===== src/core/pin_irq_pkg.sv =====
// Shared constants and types for the pin interrupt and glitch filter port
package pin_irq_pkg;

  // Pins per port
  localparam int PINS = 8;

  //////////////////////////////////////////////////////////////////////////
  // Register byte offsets
  localparam logic [11:0] OFS_CTRL = 12'h000;     // Port irq control
  localparam logic [11:0] OFS_PIN_EN = 12'h004;   // Pin irq enables
  localparam logic [11:0] OFS_FLAGS = 12'h008;    // Pin irq flags, w1c
  localparam logic [11:0] OFS_POL = 12'h00c;      // Polarity select
  localparam logic [11:0] OFS_PULL = 12'h010;     // Pull enables
  localparam logic [11:0] OFS_FLT_EN = 12'h014;   // Filter enables
  localparam logic [11:0] OFS_FLT_CTRL = 12'h018; // Filter clock, factor
  localparam logic [11:0] OFS_LEVELS = 12'h01c;   // Filtered pin levels

  //////////////////////////////////////////////////////////////////////////
  // Field positions
  localparam int CTRL_MODE_BIT = 0; // Edge only or edge plus level
  localparam int CTRL_IE_BIT = 1;   // Port interrupt enable
  localparam int CTRL_DMA_BIT = 7;  // Pin DMA request enable
  localparam int FC_FILTER_CLOCK_SELECT_BIT = 7;   // Filter clock select
  localparam int FC_FF_LSB = 0;     // Filter factor low bit
  localparam int FF_W = 5;          // Filter factor width
  localparam int FCNT_W = 6;        // Filter counter width

  // Value of every control field after reset
  localparam logic [7:0] RST_BYTE = 8'h00;

  //////////////////////////////////////////////////////////////////////////
  // APB request and answer
  typedef struct packed {
    logic psel;
    logic penable;
    logic pwrite;
    logic [11:0] paddr;
    logic [31:0] pwdata;
  } apb_req_t;

  typedef struct packed {
    logic [31:0] prdata;
    logic pready;
    logic pslverr;
  } apb_rsp_t;

  //////////////////////////////////////////////////////////////////////////
  // Glitch filter state
  typedef enum logic [0:0] {
    FLT_STABLE = 1'b0, // Input agrees with output
    FLT_PEND = 1'b1    // Input differs, counting
  } flt_state_t;

  typedef struct packed {
    flt_state_t st;
    logic [FCNT_W-1:0] cnt;
    logic out;
  } flt_t;

  localparam flt_t FLT_RESET = '{st: FLT_STABLE, cnt: '0, out: 1'b0};

endpackage : pin_irq_pkg


===== src/core/glitch_filter.sv =====
// One pin's programmable digital glitch filter
`timescale 1ns/1ps
module glitch_filter (
  input wire logic mclk,                      // Bus clock
  input wire logic rst_n,                     // Sync reset, active low
  input wire logic raw_in,                    // Pad level
  input wire logic enable,                    // Filter in path
  input wire logic tick,                      // Filter clock count enable
  input wire logic [pin_irq_pkg::FF_W-1:0] factor, // Filter factor
  output logic filt_out                       // Filtered level
);
  import pin_irq_pkg::*;

  flt_t s_q; // Whole state
  flt_t s_d; // Next state
  logic [FCNT_W-1:0] limit; // Ticks absorbed: factor plus one

  assign limit = {1'b0, factor} + FCNT_W'(1);
  assign filt_out = s_q.out;

  //////////////////////////////////////////////////////////////////////////
  // Next state: a level must outlast the limit before it passes
  always_comb begin
    s_d = s_q;
    if (!enable) begin
      // Bypass: input passes through one flop
      s_d.st = FLT_STABLE;
      s_d.cnt = '0;
      s_d.out = raw_in;
    end else if (raw_in == s_q.out) begin
      // Pulse returned to prior level: absorbed
      s_d.st = FLT_STABLE;
      s_d.cnt = '0;
    end else if (tick) begin
      case (s_q.st)
        FLT_STABLE: begin
          s_d.st = FLT_PEND;
          s_d.cnt = FCNT_W'(1);
        end
        FLT_PEND: begin
          if (s_q.cnt == limit) begin
            // Outlasted the widest absorbed glitch
            s_d.out = raw_in;
            s_d.st = FLT_STABLE;
            s_d.cnt = '0;
          end else begin
            s_d.cnt = s_q.cnt + FCNT_W'(1);
          end
        end
        default: s_d = FLT_RESET;
      endcase
    end
  end

  // State register
  always_ff @(posedge mclk) begin
    if (!rst_n) begin
      s_q <= FLT_RESET;
    end else begin
      s_q <= s_d;
    end
  end
endmodule : glitch_filter


===== src/core/pin_irq_port.sv =====
// Port pin interrupt detector, pull select and glitch filters with APB
//
// Chosen here: the address map and the APB register port.
`timescale 1ns/1ps
module pin_irq_port (
  input wire logic mclk,                       // Bus clock, 200 MHz
  input wire logic rst_n,                      // Sync reset, active low
  input wire pin_irq_pkg::apb_req_t apb_req,   // APB request
  output pin_irq_pkg::apb_rsp_t apb_rsp,       // APB answer
  input wire logic [7:0] pad_in,               // True pad levels
  input wire logic [7:0] digital_cfg,          // Pin set for digital use
  input wire logic [7:0] port_owns,            // Port logic owns pin
  input wire logic low_power_oscillator_clock, // Slow clock, sampled
  input wire logic stop_mode,                  // Device in stop mode
  input wire logic dma_done,                   // DMA finished request
  output logic [7:0] dir_force_in,             // Force pin to input
  output logic [7:0] pull_up_sel,              // Select pullup
  output logic [7:0] pull_down_sel,            // Select pulldown
  output logic [7:0] pull_sel_by_port,         // Port decides pull
  output logic [7:0] filtered_in,              // Filtered input to modules
  output logic cpu_irq,                        // Interrupt to CPU
  output logic dma_req                         // Pin DMA request
);
  import pin_irq_pkg::*;

  //////////////////////////////////////////////////////////////////////////
  // All state of the port but the pin filters in one record
  typedef struct packed {
    logic pin_dma_request_enable; // DMA instead of CPU interrupt, outside stop mode
    logic port_irq_enable;        // CPU interrupt allowed
    logic level_sense_select;     // 1: edges and levels
    logic [7:0] pin_irq_enable_bits; // Per-pin sources
    logic [7:0] pin_irq_flags;       // Sticky detections
    logic [7:0] polarity_select_reg; // Per-pin polarity
    logic [7:0] pull_enable_bits;    // Pull resistors on
    logic [7:0] glitch_filter_enable; // Per-pin filter on
    logic filter_clock_select;        // 1: slow clock
    logic [FF_W-1:0] filter_factor;   // Glitch width minus one
    logic [7:0] prev_active;          // Last sampled asserted levels
    logic lpo_prev;                   // Last slow clock sample
    logic [31:0] prdata;              // Read data, from flops
  } port_state_t;

  localparam port_state_t PORT_RESET = '0;

  port_state_t s_q; // Registered state
  port_state_t s_d; // Next state

  //////////////////////////////////////////////////////////////////////////
  // Signals between the pieces
  logic [7:0] flt_on;      // Filter really in the path
  logic lpo_tick;          // One bus cycle per slow clock rise
  logic flt_tick;          // Count enable of every filter
  logic [7:0] active_lvl;  // Filtered input at its asserted level
  logic [7:0] raw_active;  // Pad at its asserted level, unclocked
  logic [7:0] edge_seen;   // New assertion since last cycle
  logic [7:0] set_vec;     // Flags set this cycle
  logic [7:0] clr_vec;     // Flags cleared this cycle
  logic any_flag;          // At least one flag up
  logic stop_wake;         // Level wake while clocks are stopped
  logic acc;               // APB access phase
  logic wr;                // APB write taking effect
  logic [31:0] rd_mux;     // Read data for the addressed register
  logic hit;               // Address is mapped

  //////////////////////////////////////////////////////////////////////////
  // Filter clock: the slow clock only gates counting, so no second
  // domain is needed; its input is taken as synchronous.
  assign lpo_tick = low_power_oscillator_clock & ~s_q.lpo_prev;
  assign flt_tick = s_q.filter_clock_select ? lpo_tick : 1'b1;

  // Filters only act on digital pins
  assign flt_on = s_q.glitch_filter_enable & digital_cfg;

  // One filter per pin, all sharing the clock and factor
  genvar g;
  generate
    for (g = 0; g < PINS; g++) begin : g_flt
      glitch_filter u_flt (
        .mclk(mclk),
        .rst_n(rst_n),
        .raw_in(pad_in[g]),
        .enable(flt_on[g]),
        .tick(flt_tick),
        .factor(s_q.filter_factor),
        .filt_out(filtered_in[g])
      );
    end
  endgenerate

  //////////////////////////////////////////////////////////////////////////
  // Detection. The pad is seen whoever owns the pin, so a module
  // sharing the pin does not hide its activity from the detector.
  assign active_lvl = ~(filtered_in ^ s_q.polarity_select_reg);
  assign raw_active = ~(pad_in ^ s_q.polarity_select_reg);
  // Previous level is tracked on every pin, enabled or not; a polarity
  // change on an enabled pin still looks like an edge, which is why the
  // setup order clears the flags before any request is enabled.
  assign edge_seen = active_lvl & ~s_q.prev_active;

  // Set sources: edge always, level only in level mode
  always_comb begin
    set_vec = s_q.pin_irq_enable_bits & edge_seen;
    if (s_q.level_sense_select) begin
      set_vec = set_vec | (s_q.pin_irq_enable_bits & active_lvl);
    end
  end

  //////////////////////////////////////////////////////////////////////////
  // Bus decode. Reads are captured in the setup cycle so the data
  // leaves a flop with no wait state.
  assign acc = apb_req.psel & apb_req.penable;
  assign wr = acc & apb_req.pwrite & hit;

  // Address decode and read mux
  always_comb begin
    hit = 1'b1;
    rd_mux = '0;
    case (apb_req.paddr)
      OFS_CTRL: begin
        rd_mux[CTRL_DMA_BIT] = s_q.pin_dma_request_enable;
        rd_mux[CTRL_IE_BIT] = s_q.port_irq_enable;
        rd_mux[CTRL_MODE_BIT] = s_q.level_sense_select;
      end
      OFS_PIN_EN: rd_mux[7:0] = s_q.pin_irq_enable_bits;
      OFS_FLAGS: rd_mux[7:0] = s_q.pin_irq_flags;
      OFS_POL: rd_mux[7:0] = s_q.polarity_select_reg;
      OFS_PULL: rd_mux[7:0] = s_q.pull_enable_bits;
      OFS_FLT_EN: rd_mux[7:0] = s_q.glitch_filter_enable;
      OFS_FLT_CTRL: begin
        rd_mux[FC_FILTER_CLOCK_SELECT_BIT] = s_q.filter_clock_select;
        rd_mux[FC_FF_LSB +: FF_W] = s_q.filter_factor;
      end
      OFS_LEVELS: rd_mux[7:0] = filtered_in;
      default: hit = 1'b0; // Unmapped: error answer, reads zero
    endcase
  end

  // Flag clears: write one, or DMA done clears them all
  always_comb begin
    clr_vec = '0;
    if (wr && apb_req.paddr == OFS_FLAGS) begin
      clr_vec = apb_req.pwdata[7:0];
    end
    if (dma_done) begin
      clr_vec = 8'hff;
    end
  end

  //////////////////////////////////////////////////////////////////////////
  // Next state of the whole port
  always_comb begin
    s_d = s_q;
    s_d.lpo_prev = low_power_oscillator_clock;
    s_d.prev_active = active_lvl;
    // Set wins over clear, so a held level keeps its flag in level mode
    s_d.pin_irq_flags = (s_q.pin_irq_flags & ~clr_vec) | set_vec;
    if (apb_req.psel && !apb_req.penable) begin
      s_d.prdata = rd_mux;
    end
    if (wr) begin
      case (apb_req.paddr)
        OFS_CTRL: begin
          s_d.pin_dma_request_enable = apb_req.pwdata[CTRL_DMA_BIT];
          s_d.port_irq_enable = apb_req.pwdata[CTRL_IE_BIT];
          s_d.level_sense_select = apb_req.pwdata[CTRL_MODE_BIT];
        end
        OFS_PIN_EN: s_d.pin_irq_enable_bits = apb_req.pwdata[7:0];
        OFS_POL: s_d.polarity_select_reg = apb_req.pwdata[7:0];
        OFS_PULL: s_d.pull_enable_bits = apb_req.pwdata[7:0];
        OFS_FLT_EN: s_d.glitch_filter_enable = apb_req.pwdata[7:0];
        OFS_FLT_CTRL: begin
          // Shared by all filters; only safe with every filter off
          s_d.filter_clock_select = apb_req.pwdata[FC_FILTER_CLOCK_SELECT_BIT];
          s_d.filter_factor = apb_req.pwdata[FC_FF_LSB +: FF_W];
        end
        default: s_d = s_d; // Flags handled above
      endcase
    end
  end

  // State register
  always_ff @(posedge mclk) begin
    if (!rst_n) begin
      s_q <= PORT_RESET;
    end else begin
      s_q <= s_d;
    end
  end

  //////////////////////////////////////////////////////////////////////////
  // Bus answer: zero wait states
  // An unmapped address is refused through pslverr, but the access
  // still ends in its first cycle so the bus can never hang here.
  always_comb begin
    apb_rsp.prdata = s_q.prdata;
    apb_rsp.pready = 1'b1;
    apb_rsp.pslverr = acc & ~hit;
  end

  //////////////////////////////////////////////////////////////////////////
  // Requests. In stop mode the clocked detector is dead, so enabled
  // pad levels wake the CPU straight through, past the DMA enable.
  assign any_flag = |s_q.pin_irq_flags;
  assign stop_wake = stop_mode & |(s_q.pin_irq_enable_bits & raw_active);

  always_comb begin
    dma_req = any_flag & s_q.pin_dma_request_enable & ~stop_mode;
    cpu_irq = any_flag & s_q.port_irq_enable
              & ~s_q.pin_dma_request_enable;
    if (stop_mode) begin
      cpu_irq = s_q.port_irq_enable & (any_flag | stop_wake);
    end
  end

  //////////////////////////////////////////////////////////////////////////
  // Pin control. The polarity only matters for pulls that this port
  // itself owns; elsewhere the owning module decides.
  assign dir_force_in = port_owns & s_q.pin_irq_enable_bits;
  assign pull_sel_by_port = port_owns & s_q.pin_irq_enable_bits
                            & s_q.pull_enable_bits;
  assign pull_up_sel = pull_sel_by_port & ~s_q.polarity_select_reg;
  assign pull_down_sel = pull_sel_by_port & s_q.polarity_select_reg;
endmodule : pin_irq_port


===== config.mk =====
export PLATFORM = sky130hd
export DESIGN_NAME = pin_irq_port
export DESIGN_NICKNAME = d
export VERILOG_FILES = /design/src/core/pin_irq_pkg.sv /design/src/core/glitch_filter.sv /design/src/core/pin_irq_port.sv
export SDC_FILE = /design/constraint.sdc
export NUM_CORES = 1
export LEC_CHECK = 0
export BUFFER_PORTS_ARGS = -buffer_cell sky130_fd_sc_hd__buf_2
export CORE_UTILIZATION = 35
export DETAILED_ROUTE_END_ITERATION = 6
export PLACE_DENSITY = 0.55
export SETUP_SLACK_MARGIN = 0.05
export SKIP_LAST_GASP = 1
export SYNTH_ARGS = -nofsm -noshare
export SYNTH_HDL_FRONTEND = slang
export SYNTH_SLANG_ARGS = --single-unit
export TNS_END_PERCENT = 100

===== constraint.sdc =====
create_clock -name mclk -period 4.8 [get_ports mclk]
set_input_delay 0 -clock mclk [delete_from_list [all_inputs] [get_ports mclk]]
set_output_delay 0 -clock mclk [all_outputs]
set_load 0.005 [all_outputs]

==> qor.txt <==
====================================================================================
Layer with the highest usage                                                    met2
Cells taking the most area after synthesis                              dfxtp_1, mux2i_1, nor2b_1
Final HPWL DP                                                              15,700 um
Floorplan die area                                                       0.02447 mm2
Achievable clock frequency                                                0.2979 GHz
CP Data Required Time                                                        5.11 ns
CTS Buffer Depth                                                                   2
Via count                                                                      6,943
Internal portion of total power                                              2028 uW
Global Route met1 Usage                                                       24.47%
Number of standard-cell rows in the floorplan                                     56
Most common cell after layout, fill and taps aside                           dfxtp_1
Critical register-to-register path endpoint                             g_flt[5].u_flt.filt_out
Met2 global-route usage                                                       33.35%
# nets final                                                                   1,084
Remaining number of nets flagged by the antenna check after routing                0
Horizontal die dimension                                                    156.4 um
Hold Path End                                                             apb_rsp[3]
Result of the run                                                       finished with violations
IR drop worst, VDD                                                          247.4 uV
Avg Vias per Cell                                                              5.216
Share of the yosys chip area belonging to registers                           31.18%
DRC marker count from the first detailed-route iteration                         346
CP Launch Type                                                              register
Proportion of layout cells with a drive suffix above 1                        20.36%
Synthesized cell area                                                   0.008347 mm2
Input/output buffers                                                             102
Setup slack of the worst register-to-register path                           1.44 ns
Post-synth EDFFs                                                                   0
Total CTS buffers                                                                 17
Worst-case headroom to the max-slew limit                                     31.29%
Detailed-router iteration count before antenna repair                              6
Total Neg Setup Slack                                                           0 ns
Finish-stage setup viols                                                           0
Total GRT Usage                                                               19.27%
Switching Share                                                               23.05%
Clock tree from TritonCTS                                                      built
Commonest cells after routing, fill and taps aside                      dfxtp_1, buf_2, nand2_1
Sequential Power Share                                                         41.7%
Failing checks                                                                   DRC
Comb power frac                                                                 5.2%
Leakage power of the design                                              0.003942 uW
Placed cells                                                                   1,277
Clock Skew                                                                0.01427 ns
Number of resized instances in the post-cts repair step                            0
Number of maximum-capacitance violations                                           0
Total count of max-transition violations in the final report                       0
Weighted congestion at the end of routability-driven global placement         0.8696
Source of the worst hold timing path                                     apb_req[45]
Async S/R FF share, synth                                                         0%
Yosys top cell by area                                                       dfxtp_1
First-pass GRT wire length                                                 36,440 um
Type of the worst setup path                                            register to register
Distinct cell type count after synthesis                                          63
Synth-to-layout area growth                                                   15.57%
Post-Layout Cell Count                                                         1,331
DRC violations left                                                                1
Initial Util                                                                  35.67%
Depth of the worst register-to-register path                                       8
Warnings, synthesis                                                                0
Core Region                                                              0.02340 mm2
Power per cell area                                                     273.1 mW/mm2
CTS root buffer                                                            clkbuf_16
Number of H-tree branching levels                                                  4
Transition time of the tightest slew-check pin                              1.029 ns
Inserted Diodes                                                                    0
Post-route worst hold slack                                               0.06091 ns
Global Route met3 Usage                                                       2.492%
Clock-pin slew on the worst setup and hold paths                             0.06 ns
Gate count of the mapped netlist                                                 925
Post-route clock period utilization                                           69.93%
Worst-path fanout max                                                             24
Avg Inst Size Synth                                                        9.024 um2
Hold Path Cell Cnt                                                                 4
Worst setup EP type                                                         register
Clock Sinks                                                                      130
Number of ports placed on the die boundary                                       152
Maximum number of pins on one net before global-route repair                      44
Psw                                                                         607.5 uW
Die H                                                                       156.4 um
Synth Flop Type                                                              dfxtp_1
Worst R2R Start                                                              s_q[32]
Area share of the leading cell type in the synthesized netlist                31.18%
Detailed Route WL                                                          22,360 um
Initial antenna violation count                                                    0
Vias in the first global route                                                 6,670
Total power                                                                  2635 uW
Overall overflow remaining after global route                                      0
Clock group share of total power                                               53.2%
Worst min-delay path class                                              primary input to register
Post-route core utilization                                                   41.22%
Minimum clock period                                                        3.357 ns
Post-synthesis register bit count                                                130
Routed WL per cell                                                          16.80 um
Endpoint arrival time on the critical path                                   3.67 ns
Setup repair after global routing missed its margin                            false
Final hold viol count                                                              0
Latest clock arrival within the worst-skew pair                              0.43 ns
====================================================================================
## area by class of cell
| type | instances | area [um2] |
|---|---|---|
| Fill cell | 2387 | 13760 |
| Multi-Input combinational cell | 714 | 5211 |
| Sequential cell | 130 | 2603 |
| Timing Repair Buffer | 131 | 783.3 |
| Clock buffer | 18 | 429.2 |
| Tap cell | 319 | 399.1 |
| Clock inverter | 14 | 202.7 |
| Inverter | 5 | 18.77 |
## kinds of logic after synthesis
family / share of synthesized area [%]
xor+xnor: 10.40
fa+ha+maj: 1.349
other cells: 0.08998
flops: 31.18
simple gates: 23.95
buf+inv: 7.435
compound gates: 15.59
mux: 9.998
## repair_timing
action,CTS,global route
buffers inserted,0,0
hold buffers,22,0
hold endpoints to repair,56,0
## sequential cells by signal, summed over array words and instances (netlist names)
| register | count |
|---|---|
| apb_rsp | 8 |
| g_flt.u_flt.s_q | 56 |
| g_flt.u_flt.filt_out | 8 |
| s_q | 58 |
## worst max path at each step
stage	from	endpoint	slack, ns	depth (start not counted)
detailed placement	s_q[43]	g_flt[6].u_flt.filt_out	2.10	5
CTS	s_q[32]	g_flt[5].u_flt.filt_out	1.42	8
floorplan	s_q[42]	g_flt[4].u_flt.filt_out	2.88	7
global route	s_q[32]	g_flt[5].u_flt.filt_out	1.15	8
finish	s_q[32]	g_flt[5].u_flt.filt_out	1.44	8
global placement	s_q[43]	g_flt[6].u_flt.filt_out	2.15	5
## worst max-delay path, stage by stage, from the launching register on
cell	delay [ns]
dfxtp_1	0.29
nand2b_1	0.43
nand2_1	0.58
buf_4	0.38
nand2_1	0.15
a32oi_1	0.18
dlygate4sd3_1	0.57
nand3_1	0.08
dlygate4sd3_1	0.57
## per-layer routing
| metal | vias up | share of wire (%) |
|---|---|---|
| met5 | - | 0 |
| met4 | 0 | 1.8 |
| met3 | 28 | 3.6 |
| met2 | 176 | 49 |
| met1 | 3298 | 45 |
| li1 | 3441 | - |
## power by group through the flow
stage	registers (uW)	clock network, uW	logic (uW)
2_1_floorplan	1120	0	86.0
3_3_place_gp	1120	0	121
3_5_place_dp	1120	0	122
4_1_cts	1100	1440	136
5_1_grt	1100	1490	149
6_report	1100	1400	136
## synth_stat cells, types with 8 or more instances
cell type	number
nand4_1	20
a21oi_1	55
xnor2_1	26
o221ai_1	12
nor2_1	28
ha_1	9
clkbuf_1	34
mux2i_1	53
buf_2	13
xor2_1	18
nor3_2	11
a22oi_1	9
buf_4	47
and2_1	34
nand2b_1	11
o21ai_0	8
a31oi_1	10
o2111ai_1	12
nand3_1	29
nor2b_1	61
and3_1	21
o211ai_1	15
nor3_1	24
mux2_2	11
xnor3_1	9
mux4_2	8
nor3b_1	8
dfxtp_1	130
nand2_1	90
## per-stage QoR
step                setup slack (ns)  area, um2
floorplan                      2.876       8433
global placement               2.149       8795
detailed placement             2.095       8795
CTS                            1.417       9647
global route                   1.147       9647
finish                         1.443       9647
Note: power is estimated with default switching activity, not from simulation.
